[src/serial_adc_pkg.sv]
// Shared constants and types for the serial converter link.
// Assumes one 50 MHz system clock on both ends of the link.
package serial_adc_pkg;

  // ****************************************
  // Clock and link timing
  // ****************************************
  function automatic int ceil_div(input int num, input int den);
    return (num + den - 1) / den;
  endfunction

  localparam int CLK_PERIOD_NS     = 20;
  localparam int SCLK_MIN_PERIOD_NS = 100;
  localparam int SCLK_HALF_MIN_CYC = ceil_div(SCLK_MIN_PERIOD_NS, 2 * CLK_PERIOD_NS);
  // Round trip through both synchronisers needs four cycles per half period
  localparam int SCLK_HALF_SYNC_CYC = 4;
  localparam int SCLK_HALF_CYC     = (SCLK_HALF_MIN_CYC < SCLK_HALF_SYNC_CYC) ?
                                     SCLK_HALF_SYNC_CYC : SCLK_HALF_MIN_CYC;
  localparam int T_QUIET_NS        = 50;
  localparam int QUIET_CYC         = ceil_div(T_QUIET_NS, CLK_PERIOD_NS);
  localparam int FRAME_PERIODS     = 20;
  localparam int FRAME_EDGES       = 16;
  localparam int PAD_PERIODS_CYC   = (FRAME_PERIODS - FRAME_EDGES) * 2 * SCLK_HALF_CYC;
  localparam int GAP_CYC           = (PAD_PERIODS_CYC < QUIET_CYC) ? QUIET_CYC : PAD_PERIODS_CYC;

  // ****************************************
  // Frame layout
  // ****************************************
  localparam int CNT_W       = 5;
  localparam int TIMER_W     = 8;
  localparam int LEAD_ZEROS  = 3;
  localparam int DATA_BITS   = 8;
  localparam int TRAIL_ZEROS = 4;
  localparam int WORD_BITS   = LEAD_ZEROS + DATA_BITS + TRAIL_ZEROS;
  localparam int RX_DATA_LSB = 4;

  localparam logic [CNT_W-1:0]   EDGE_LAST     = 5'h10;
  localparam logic [CNT_W-1:0]   EDGE_KEEP     = 5'h02;
  localparam logic [CNT_W-1:0]   EDGE_NORMAL   = 5'h0A;
  localparam logic [TIMER_W-1:0] HALF_LOAD     = TIMER_W'(SCLK_HALF_CYC - 1);
  localparam logic [TIMER_W-1:0] GAP_LOAD      = TIMER_W'(GAP_CYC - 1);

  typedef enum logic [1:0] {
    MODE_SHUTDOWN = 2'b01,
    MODE_NORMAL   = 2'b10
  } power_mode_t;

endpackage

[src/serial_adc_if.sv]
// Link between host serial master and converter serial logic.
// The data wire is pulled high while the converter does not drive it.
interface serial_adc_if;
  logic frameSelN;        // Frame select, active low
  logic serialClock;      // Serial clock from the host
  logic serialResultOut;  // Converter data output value
  logic serialResultOe;   // Converter drives the data wire
  logic dataLine;         // Resolved data wire level

  assign dataLine = serialResultOe ? serialResultOut : 1'b1;

  modport device (
    input  frameSelN,
    input  serialClock,
    output serialResultOut,
    output serialResultOe
  );

  modport host (
    output frameSelN,
    output serialClock,
    input  dataLine
  );
endinterface

[src/serial_adc_device.sv]
// Converter end: serial frame counting, output shifting and power modes.
// Assumes frame select and serial clock come from another clock domain.
module serial_adc_device (
  input  wire logic                       clock,       // System clock
  input  wire logic                       nrst,        // Async reset, active low
  serial_adc_if.device                    link,        // Serial link pins
  input  wire logic [7:0]                 sampleIn,    // Value to convert
  output logic                            normalMode,  // High in normal mode
  output logic                            powerPending,// Next result unusable
  output logic                            frameDone,   // Full word sent, pulse
  output logic                            frameAbort,  // Frame cut short, pulse
  output logic                            frameDummy   // Done word was a dummy
);
  import serial_adc_pkg::*;

  // ****************************************
  // State
  // ****************************************
  typedef struct packed {
    logic [1:0]           csSync;
    logic [1:0]           sclkSync;
    logic                 csPrev;
    logic                 sclkPrev;
    logic [CNT_W-1:0]     edgeCount;
    power_mode_t          mode;
    power_mode_t          frameMode;
    logic                 wakeFrame;
    logic                 pending;
    logic [WORD_BITS-1:0] shiftOut;
    logic                 dataOut;
    logic                 dataOe;
    logic                 done;
    logic                 abort;
    logic                 dummy;
  } dev_state_t;

  localparam dev_state_t RESET_STATE = '{
    csSync:    2'h3,
    sclkSync:  2'h3,
    csPrev:    1'b1,
    sclkPrev:  1'b1,
    edgeCount: '0,
    mode:      MODE_SHUTDOWN,
    frameMode: MODE_SHUTDOWN,
    wakeFrame: 1'b0,
    pending:   1'b1,
    shiftOut:  '0,
    dataOut:   1'b0,
    dataOe:    1'b0,
    done:      1'b0,
    abort:     1'b0,
    dummy:     1'b0
  };

  dev_state_t state;
  dev_state_t next_state;

  // ****************************************
  // Helpers
  // ****************************************
  // Level went from high to low between two samples
  function automatic logic fell(input logic earlier, input logic later);
    return earlier & ~later;
  endfunction

  // Level went from low to high between two samples
  function automatic logic rose(input logic earlier, input logic later);
    return ~earlier & later;
  endfunction

  // Word of a frame that wakes the converter, or follows a cut wake, is unusable
  function automatic logic wake_in_progress(input dev_state_t s);
    return (s.mode == MODE_SHUTDOWN) | s.pending;
  endfunction

  // Word shifted out after select falls: leading zeros, sample, trailing zeros
  function automatic logic [WORD_BITS-1:0] frame_word(input logic [DATA_BITS-1:0] sample);
    return {LEAD_ZEROS'(0), sample, TRAIL_ZEROS'(0)};
  endfunction

  // Power mode left by a select rise that cuts a frame after count falls
  function automatic power_mode_t mode_after_cut(input logic [CNT_W-1:0] count,
                                                 input power_mode_t  earlierMode);
    if (count < EDGE_KEEP) begin
      return earlierMode;
    end else if (count < EDGE_NORMAL) begin
      return MODE_SHUTDOWN;
    end
    return MODE_NORMAL;
  endfunction

  logic csFall;
  logic csRise;
  logic sclkFall;

  // ****************************************
  // Edge detection on synchronised pins
  // ****************************************
  assign csFall   = fell(state.csPrev, state.csSync[1]);
  assign csRise   = rose(state.csPrev, state.csSync[1]);
  // Falls while select is high belong to no frame
  assign sclkFall = fell(state.sclkPrev, state.sclkSync[1]) & ~state.csSync[1];

  // ****************************************
  // Next state
  // ****************************************
  always_comb begin
    next_state          = state;
    next_state.csSync   = {state.csSync[0], link.frameSelN};
    next_state.sclkSync = {state.sclkSync[0], link.serialClock};
    next_state.csPrev   = state.csSync[1];
    next_state.sclkPrev = state.sclkSync[1];
    next_state.done     = 1'b0;
    next_state.abort    = 1'b0;

    if (csFall) begin
      next_state.frameMode = state.mode;
      next_state.mode      = MODE_NORMAL;
      next_state.wakeFrame = wake_in_progress(state);
      next_state.pending   = wake_in_progress(state);
      next_state.edgeCount = '0;
      next_state.shiftOut  = frame_word(sampleIn);
      next_state.dataOut   = 1'b0;
      next_state.dataOe    = 1'b1;
    end else if (csRise) begin
      // Select rise wins over a serial clock fall in the same cycle
      // Float on select rise
      next_state.dataOe    = 1'b0;
      next_state.dataOut   = 1'b0;
      next_state.edgeCount = '0;
      if (state.edgeCount < EDGE_LAST) begin
        next_state.abort = 1'b1;
        next_state.mode  = mode_after_cut(state.edgeCount, state.frameMode);
        if (mode_after_cut(state.edgeCount, state.frameMode) == MODE_SHUTDOWN) begin
          next_state.pending = 1'b1;
        end
      end
    end else if (sclkFall && (state.edgeCount < EDGE_LAST)) begin
      next_state.edgeCount = state.edgeCount + CNT_W'(1);
      if (state.edgeCount == EDGE_LAST - CNT_W'(1)) begin
        next_state.dataOe  = 1'b0;
        next_state.dataOut = 1'b0;
        next_state.done    = 1'b1;
        next_state.dummy   = state.wakeFrame;
        next_state.pending = 1'b0;
      end else begin
        next_state.dataOut  = state.shiftOut[WORD_BITS-1];
        next_state.shiftOut = {state.shiftOut[WORD_BITS-2:0], 1'b0};
      end
    end
  end

  // ****************************************
  // Registers
  // ****************************************
  always_ff @(posedge clock or negedge nrst) begin
    if (!nrst) begin
      state <= RESET_STATE;
    end else begin
      state <= next_state;
    end
  end

  // ****************************************
  // Outputs
  // ****************************************
  assign link.serialResultOut = state.dataOut;
  assign link.serialResultOe  = state.dataOe;
  assign normalMode           = (state.mode == MODE_NORMAL);
  assign powerPending         = state.pending;
  assign frameDone            = state.done;
  assign frameAbort           = state.abort;
  assign frameDummy           = state.dummy;

endmodule

[src/flat_wrapper.sv]
// flat-port wrapper written by rule: the top's interface ports become plain ports
module serial_adc_device_flat import serial_adc_pkg::*;
  (clock, nrst, sampleIn, normalMode, powerPending, frameDone, frameAbort, frameDummy, link_frameSelN, link_serialClock, link_serialResultOut, link_serialResultOe);
  serial_adc_if link_i ();
  input  wire logic clock;
  input  wire logic nrst;
  input  wire logic [7:0] sampleIn;
  output logic normalMode;
  output logic powerPending;
  output logic frameDone;
  output logic frameAbort;
  output logic frameDummy;
  input wire logic [$bits(link_i.frameSelN)-1:0] link_frameSelN;
  input wire logic [$bits(link_i.serialClock)-1:0] link_serialClock;
  output wire logic [$bits(link_i.serialResultOut)-1:0] link_serialResultOut;
  output wire logic [$bits(link_i.serialResultOe)-1:0] link_serialResultOe;
  assign link_i.frameSelN = link_frameSelN;
  assign link_i.serialClock = link_serialClock;
  assign link_serialResultOut = link_i.serialResultOut;
  assign link_serialResultOe = link_i.serialResultOe;
  serial_adc_device u_core (.clock(clock), .nrst(nrst), .link(link_i), .sampleIn(sampleIn), .normalMode(normalMode), .powerPending(powerPending), .frameDone(frameDone), .frameAbort(frameAbort), .frameDummy(frameDummy));
endmodule
[config.mk]
export PLATFORM = sky130hd
export DESIGN_NAME = serial_adc_device_flat
export DESIGN_NICKNAME = d
export VERILOG_FILES = /design/src/serial_adc_pkg.sv /design/src/serial_adc_if.sv /design/src/serial_adc_device.sv /design/src/flat_wrapper.sv
export SDC_FILE = /design/constraint.sdc
export NUM_CORES = 1
export LEC_CHECK = 0
export ABC_CLOCK_PERIOD_IN_PS = 5150
export BUFFER_PORTS_ARGS = -buffer_cell sky130_fd_sc_hd__buf_2
export CORE_MARGIN = 1
export CORE_UTILIZATION = 40
export CTS_CLUSTER_SIZE = 24
export DETAILED_ROUTE_END_ITERATION = 10
export PLACE_DENSITY_LB_ADDON = 0.2
export SKIP_CTS_REPAIR_TIMING = 1
export SYNTH_ARGS = -nofsm -noshare
export SYNTH_HDL_FRONTEND = slang
export SYNTH_SLANG_ARGS = --single-unit
[constraint.sdc]
create_clock -name clock -period 5.15 [get_ports clock]
set_input_delay 0.2575 -clock clock [delete_from_list [all_inputs] [get_ports clock]]
set_output_delay 0.2575 -clock clock [all_outputs]
set_load 0.01 [all_outputs]
**Word-level counts from Yosys, hierarchy flattened**

Index checks and enable logic that the tools add are counted.

- Muxes and demuxes: 32
- Equal/unequal tests: 8
- Bitwise logic cells: 10
- $lt $le $gt $ge: 3
- $add $sub $neg: 1
- Reductions and logical operators: 11

Operators by type and width:

| cell | number |
|---|---|
| $mux W15 | 2 |
| $mux W19 | 1 |
| $mux W18 | 1 |
| $mux W1 | 16 |
| $mux W2 | 8 |
| $mux W5 | 2 |
| $reduce_and A4 Y1 | 2 |
| $mux W7 | 1 |
| $ne A3 B2 Y1 const B | 2 |
| $reduce_bool A2 Y1 | 3 |
| $reduce_bool A3 Y1 | 2 |
| $add A5 B1 Y5 const B | 1 |
| $eq A5 B4 Y1 const B | 1 |
| $lt A5 B2 Y1 const B | 1 |
| $lt A5 B4 Y1 const B | 1 |
| $lt A5 B5 Y1 const B | 1 |
| $not A1 Y1 | 5 |
| $and A1 B1 Y1 | 4 |
| $eq A2 B1 Y1 const B | 2 |
| $ne A2 B1 Y1 const B | 2 |
| $reduce_and A2 Y1 | 2 |
| $mux W3 | 1 |
| $reduce_and A3 Y1 | 1 |
| $eq A2 B2 Y1 const B | 1 |
| 2 further kinds | 2 |

- Input bits: 12
- Bits in registers: 37
- Output and inout bits: 7
- Word-level logic and storage cells: 80

**Depth between registers and ports, before layout**

Gate-level depths: netlist of the first run.

- Word-level depth: 15
- Depth in mapped cells: 7
- Depth with buffers taken out: 6

**Worst setup path before layout of the first run**

OpenSTA, ideal clock, no wires.

- Path type: register to register
- Start: register u_core.state, in the netlist u_core.next_state[32]
- End: register u_core.state[10] (netlist bit)
- Cell stages (with the launch flop): 7
- Required time: 5.025 ns
- Library setup time: 0.125 ns
- Buffers on the path: 1
- Period minus slack after synthesis: 1.955 ns
- Data arrival time: 1.830 ns
- Path slack: 3.195 ns
- Cell sequence: dfstp_2 inv_1 ha_1 clkbuf_1 clkinv_1 a2bb2oi_2 mux2_2

- Elaborated cells between the ends (all ways): 10
- Those cells by class: eq/ne (2); mux (1); bitwise (4); reduce/logical (3)

RTL lines:

| what | RTL line | RTL |
|---|---|---|
| from (decl) | serial_adc_device.sv:55 | `dev_state_t state;` |
| from (signal assigned) | serial_adc_device.sv:160 | `state <= next_state;` |
| $not A1 Y1 * | serial_adc_device.sv:63 | `return earlier & ~later;` |
| $and A1 B1 Y1 * | serial_adc_device.sv:63 |  |
| named net u_core.csFall | serial_adc_device.sv:92 | `logic csFall;` |
| $ne A2 B1 Y1 (no source line) or $reduce_bool A2 Y1 (tied branches) | -- |  |
| $reduce_and A3 Y1 (no source line) | -- |  |

Mark *: on every way through the listed nets, which the timed path passes. The rest lies on a longest branch.
A chain may end at the register's enable or synchronous reset.

**Worst setup path after layout of the first run**

- Start: register u_core.state[32] (netlist bit)
- End: register u_core.state[11] (netlist bit)

- Elaborated cells between the ends (all ways): 8
- Those cells by class: eq/ne (2); mux (1); bitwise (3); reduce/logical (2)

RTL lines:

| what | RTL line |
|---|---|
| $and A1 B1 Y1 * | serial_adc_device.sv:63 |
| named net u_core.csFall | serial_adc_device.sv:92 |
| $ne A2 B1 Y1 (no source line) or $reduce_bool A2 Y1 (tied branches) | -- |
| $reduce_and A3 Y1 (no source line) | -- |

Marks and branches as above.

==> out/results.ini, run 1 <==
[outcome]
status=completed

[logic_synthesis]
syn-num-nets=160
synth_top_family_by_area=compound AO/OA/AOI/OAI gates
synthSimpleGateAreaFrac=0.137
syn-mean-instance-area_um2=11.7
synthCells=143
synth_xor_area_frac=0.00524
yosysSeqAreaShare=0.545
ys_types=37
syn_area_um2=1670
synthMuxAreaShare=0.0740
synth_compound_area_frac=0.154
synth_seq_cells=36
synthAdderAreaFrac=0.0374
yosysWarningCount=0

[grt]
grt_max_degree=37
grt_pass1_wl_um=5790
track_usage=0.180
grt_pass1_vias=1213
antenna_found_initial=0
grt_overflow=0

[floorplan]
initial_core_util=0.418
die_x_um=66.7
core_um2=4000
die_area_um2=4440
io_pins=19
fp-row-count=23
die_h_um=66.7

[setup_path]
path_delay_family=adder cells
arrival_ns=2.51
critical_path.endpoint_type=flop
r2r-end=u_core.state[11]
critPathLaunchType=flop
cp.required_ns=5.32
r2r-start=u_core.state[32]
rrSetupSlack_ns=2.81
crit_chain=ha_1, clkinv_1, a2bb2oi_2, mux2_2
crit_buf_inv=1
critical_path.slowest_cell=ha_1
reg2reg_depth=4
worstPathMaxFanout=20
slowest_delay_ns=0.61
crit_type=reg2reg

[clock_tree]
clockBufferDepth=2
clk_latency_ns=0.29
htree_levels=2
cts_buffers=5
cts.sinks=36
cts_tree=built
clkTransAtPathRegs_ns=0.07
cts-root-buf=clkbuf_8

[route]
first_pass_iters=4
first_iter_violations=41
wl_per_cell_um=15.5
num_vias=1165
drc_errors=0
ant_nets=0
viasPerCell=5.52
routed_wl_um=3280

[timing]
final.setup.tns_ns=0
tightest_slew_ns=1.23
setup_viol=0
slew_headroom=0.176
rsz0062_at_grt=false
fmax_ghz=0.428
finalCriticalPeriod_ns=2.34
slew_violations=0
hold_violations=0
skew_ns=0.00511
period_share=0.454

[layout]
syn_to_final_growth_pct=13.1
final_common_cell=dfrtp_1
drive_above_1_share=0.317
n_antenna_cell=0
design_area_um2=1890
fin_nets=177
mostFrequentLayoutCells=dfrtp_1 (27), buf_2 (18), mux2_2 (11), nand2_1 (11), dfstp_2 (9)

[hold_path]
min-delay-path-class=in2async

[pwr]
peakVddDrop_uv=129
leakagePower_nw=0.816
p_per_area_nw_per_um2=342

[placed_design]
placed_area_um2=1780
place.port_buffers=18
hpwl_um=2360
gp_congestion=0.802

[job]
maxCapViolCount=0

## where the power goes
group	internal (mW)	leakage [nW]	total, mW	switching (mW)
sequential	0.312	0.452	0.330	0.0180
combinational	0.0372	0.310	0.0746	0.0374
clock	0.143	0.0541	0.241	0.0983
## worst register-to-register path, delay by kind of cell, from the launching register on
family | cells | cell delay, ns
muxes | 1 | 0.34
buffers and inverters | 1 | 0.42
adders and majority gates | 1 | 0.61
DFF | 1 | 0.53
AOI/OAI and AO/OA | 1 | 0.32
## layout make-up
class                           instances  area, µm²
Clock buffer                            5       68.8
Timing Repair Buffer                   18       90.1
Fill cell                             388       2110
Inverter                                9       33.8
Sequential cell                        36        912
Clock inverter                          3       42.5
Multi-Input combinational cell         90        682
Tap cell                               50       62.6
## flip-flops by register name, indices dropped and copies added, names as in the netlist
| signal | count |
|---|---|
| u_core.frameAbort | 1 |
| u_core.frameDone | 1 |
| u_core.frameDummy | 1 |
| u_core.link.serialResultOe | 1 |
| u_core.link.serialResultOut | 1 |
| u_core.next_state | 4 |
| u_core.powerPending | 1 |
| u_core.state | 26 |
## metal layers
metal / wire (µm) / up-vias / global-route usage / share of wire
li1: - / 555 / - / -
met4: 61 / 0 / 0.0824 / 0.019
met3: 117 / 6 / 0.0479 / 0.036
met2: 1600 / 19 / 0.280 / 0.49
met1: 1500 / 585 / 0.231 / 0.46
met5: 0 / - / 0 / 0
## worst max-delay path by stage
stage	start	endpoint	slack (ns)	depth (start not counted)
CTS	u_core.state[32]	u_core.state[12]	2.82	4
detailed placement	u_core.state[32]	u_core.state[11]	2.84	4
floorplan	u_core.next_state[32]	u_core.state[10]	3.20	6
global placement	u_core.state[32]	u_core.state[14]	2.92	4
global route	u_core.state[32]	u_core.state[14]	2.60	4
finish	u_core.state[32]	u_core.state[11]	2.81	4
## cell families after synthesis
logic type	count (synthesis)
flip-flops	36
AND/OR/NAND/NOR	40
multiplexers	11
AO/OA/AOI/OAI	33
buffers and inverters	17
adder cells (fa/ha/maj)	5
XOR/XNOR	1
## cell usage after synthesis, drive strengths merged
cell | count | area share
nand3b | 2 | 0.0090
a211oi | 1 | 0.0045
nor3b | 2 | 0.0090
or3 | 3 | 0.011
and4b | 1 | 0.0060
a32o | 8 | 0.048
buf | 3 | 0.016
o311ai | 2 | 0.010
nand4 | 2 | 0.0075
o22ai | 2 | 0.0075
o221ai | 1 | 0.0052
dfrtp | 27 | 0.40
o21ai | 3 | 0.0090
a2bb2oi | 1 | 0.0090
nor2b | 3 | 0.011
inv | 8 | 0.018
a31o | 1 | 0.0052
clkbuf | 5 | 0.011
nand3 | 2 | 0.0060
or2 | 1 | 0.0037
nand2b | 2 | 0.0075
mux2 | 11 | 0.074
o22a | 2 | 0.010
o211ai | 6 | 0.027
nor4b | 1 | 0.0090
ha | 5 | 0.037
and3 | 1 | 0.0037
nor3 | 1 | 0.0030
nor2 | 6 | 0.013
xnor2 | 1 | 0.0052
a21oi | 6 | 0.018
and2 | 1 | 0.0037
clkinv | 1 | 0.0022
dfstp | 9 | 0.14
or4b | 1 | 0.0082
nand2 | 11 | 0.025
## stage by stage
| step | std cells | utilization | power, mW | hold slack (ns) | setup slack, ns |
|---|---|---|---|---|---|
| final | 211 | 0.473 | 0.646 | 0.0470 | 2.81 |
| after global routing | 211 | 0.473 | 0.681 | 0.0498 | 2.60 |
| after CTS | 211 | 0.473 | 0.658 | 0.0477 | 2.82 |
| after detailed placement | 203 | 0.445 | 0.411 | 0.349 | 2.84 |
| after global placement | 203 | 0.445 | 0.407 | 0.349 | 2.92 |
| after floorplan | 143 | - | 0.382 | -0.0381 | 3.20 |
(Power assumes the default switching activity.)
==> inputs of run 2 (changes only) <==
Settings changed: ABC_CLOCK_PERIOD_IN_PS 5150 to 2000.
Clock period 5.15 ns to 2 ns, I/O delays scaled along.
==> out/results.ini, run 2 (synthesized netlist as in run 1, its figures left out) <==
[outcome]
status=completed  ; unchanged

[timing]
final.setup.tns_ns=0  ; unchanged
finalCriticalPeriod_ns=1.81  ; was 2.34 ns
fmax_ghz=0.553  ; was 0.428 GHz
hold_violations=0  ; unchanged
setup_ws_ns=0.192  ; was 2.81 ns
slew_headroom=0.481  ; was 0.176
setup_viol=0  ; unchanged
tightest_slew_ns=0.779  ; was 1.23 ns
rsz0062_at_grt=false  ; unchanged
period_share=0.904  ; was 0.454
slew_violations=0  ; unchanged
skew_ns=0.00599  ; was 0.00511 ns
hold_ws_ns=0.153  ; was 0.0470 ns

[pwr]
leakagePower_nw=0.879  ; was 0.816 nW
swShare=0.250  ; was 0.238
p_per_area_nw_per_um2=797  ; was 342 nW/µm²
seqPwrFrac=0.535  ; was 0.511
p_comb_frac=0.133  ; was 0.115
peakVddDrop_uv=342  ; was 129 µV
p_int_mw=1.19  ; was 0.493 mW
clkPwrFrac=0.332  ; was 0.373
p_sw_mw=0.398  ; was 0.154 mW

[floorplan]
initial_core_util=0.418  ; unchanged
die_x_um=66.7  ; unchanged
io_pins=19  ; unchanged
die_area_um2=4440  ; unchanged
die_h_um=66.7  ; unchanged
core_um2=4000  ; unchanged
fp-row-count=23  ; unchanged

[layout]
mostFrequentLayoutCells=dfrtp_1 (27), buf_2 (18), mux2_2 (11), nand2_1 (11), buf_4 (10)  ; was dfrtp_1 (27), buf_2 (18), mux2_2 (11), nand2_1 (11), dfstp_2 (9)
final_common_cell=dfrtp_1  ; unchanged
fillers=376  ; was 388
fin_nets=190  ; was 177
syn_to_final_growth_pct=19.1  ; was 13.1%
top_register=u_core.state  ; unchanged
drive_above_1_share=0.356  ; was 0.317
largest_reg_flops=26  ; unchanged
n_antenna_cell=0  ; unchanged

[placed_design]
gp_congestion=0.776  ; was 0.802
place.port_buffers=18  ; unchanged
dp_slack_ns=0.102  ; was 2.84 ns
hpwl_um=2320  ; was 2360 µm

[setup_path]
critical_path.slowest_cell=dfstp_2  ; was ha_1
worstPathMaxFanout=8  ; was 20
crit_type=reg2reg  ; unchanged
critPathLaunchType=flop  ; unchanged
cp.required_ns=2.21  ; was 5.32 ns
arrival_ns=2.02  ; was 2.51 ns
crit_buf_inv=2  ; was 1
critical_path.endpoint_type=flop  ; unchanged
crit_chain=inv_1, ha_1, buf_4, or2_2, and4b_1, a211oi_1  ; was ha_1, clkinv_1, a2bb2oi_2, mux2_2
path_delay_family=simple AND/OR/NAND/NOR gates  ; was adder cells
slowest_delay_ns=0.60  ; was 0.61 ns

[grt]
grt_pass1_wl_um=5580  ; was 5790 µm
grt_pass1_vias=1205  ; was 1213
antenna_found_initial=0  ; unchanged
grtUsageMet1=0.225  ; was 0.231
gr-usage-met3=0.0514  ; was 0.0479
grt_overflow=0  ; unchanged
track_usage=0.172  ; was 0.180
grt_most_used_layer=met2  ; unchanged
grt_max_degree=37  ; unchanged
met2_usage=0.268  ; was 0.280

[clock_tree]
cts-root-buf=clkbuf_8  ; unchanged
cts_tree=built  ; unchanged
clk_latency_ns=0.29  ; about the same
htree_levels=2  ; unchanged
cts_buffers=5  ; unchanged
cts.sinks=36  ; unchanged
clockBufferDepth=2  ; unchanged
clkTransAtPathRegs_ns=0.07  ; about the same

[route]
first_pass_iters=4  ; unchanged
routed_wl_um=3220  ; was 3280 µm
wl_per_cell_um=14.4  ; was 15.5 µm
viasPerCell=5.40  ; was 5.52
num_vias=1210  ; was 1165
first_iter_violations=61  ; was 41
ant_nets=0  ; unchanged
drc_errors=0  ; unchanged

[hold_path]
min-delay-path-class=in2reg  ; was in2async

[job]
maxCapViolCount=0  ; unchanged

run 2: routing by layer:
layer  up-vias  part of all wire
li1        577                 -
met2        20              0.46
met4         0             0.015
met3         6             0.034
met1       607              0.49
met5         -                 0
run 2: power by group through the flow:
stage / Clock, mW / Sequential [mW] / Combinational, mW
floorplan: 0 / 0.851 / 0.134
global placement: 0 / 0.858 / 0.200
detailed placement: 0 / 0.862 / 0.206
CTS: 0.546 / 0.850 / 0.206
global route: 0.577 / 0.859 / 0.235
finish: 0.527 / 0.850 / 0.211
run 2: stage by stage:
step	utilization	area [µm²]	std cells	power, mW
global placement	0.464	1860	213	1.06
floorplan	-	1670	143	0.985
global route	0.498	1990	224	1.67
CTS	0.487	1950	221	1.60
finish	0.498	1990	224	1.59
detailed placement	0.464	1860	213	1.07
run 2: final cells by class:
type,instances,area [µm²],share of cell area
Timing Repair Buffer,31,195,0.0980
Clock buffer,6,82.6,0.0415
Clock inverter,2,10.0,0.00503
Tap cell,50,62.6,0.0314
Sequential cell,36,912,0.458
Inverter,9,33.8,0.0170
Multi-Input combinational cell,90,696,0.349
run 2: tightest hold or removal path, cell delays in order:
cell and delay, ns:
buf_2 0.08, a32o_1 0.10, mux2_2 0.13
run 2: worst paths after layout:
check	startpoint	endpoint	slack, ns	cells past startpoint
setup / recovery	u_core.next_state[32]	u_core.powerPending	0.19	6
max in group asynchronous	nrst	u_core.state[16]	1.08	2
min in group asynchronous	nrst	u_core.state[23]	0.43	2
hold reg to reg	u_core.next_state[36]	u_core.next_state[32]	0.36	0
setup reg to reg	u_core.next_state[32]	u_core.powerPending	0.19	6
hold / removal	sampleIn[3]	u_core.state[12]	0.15	3
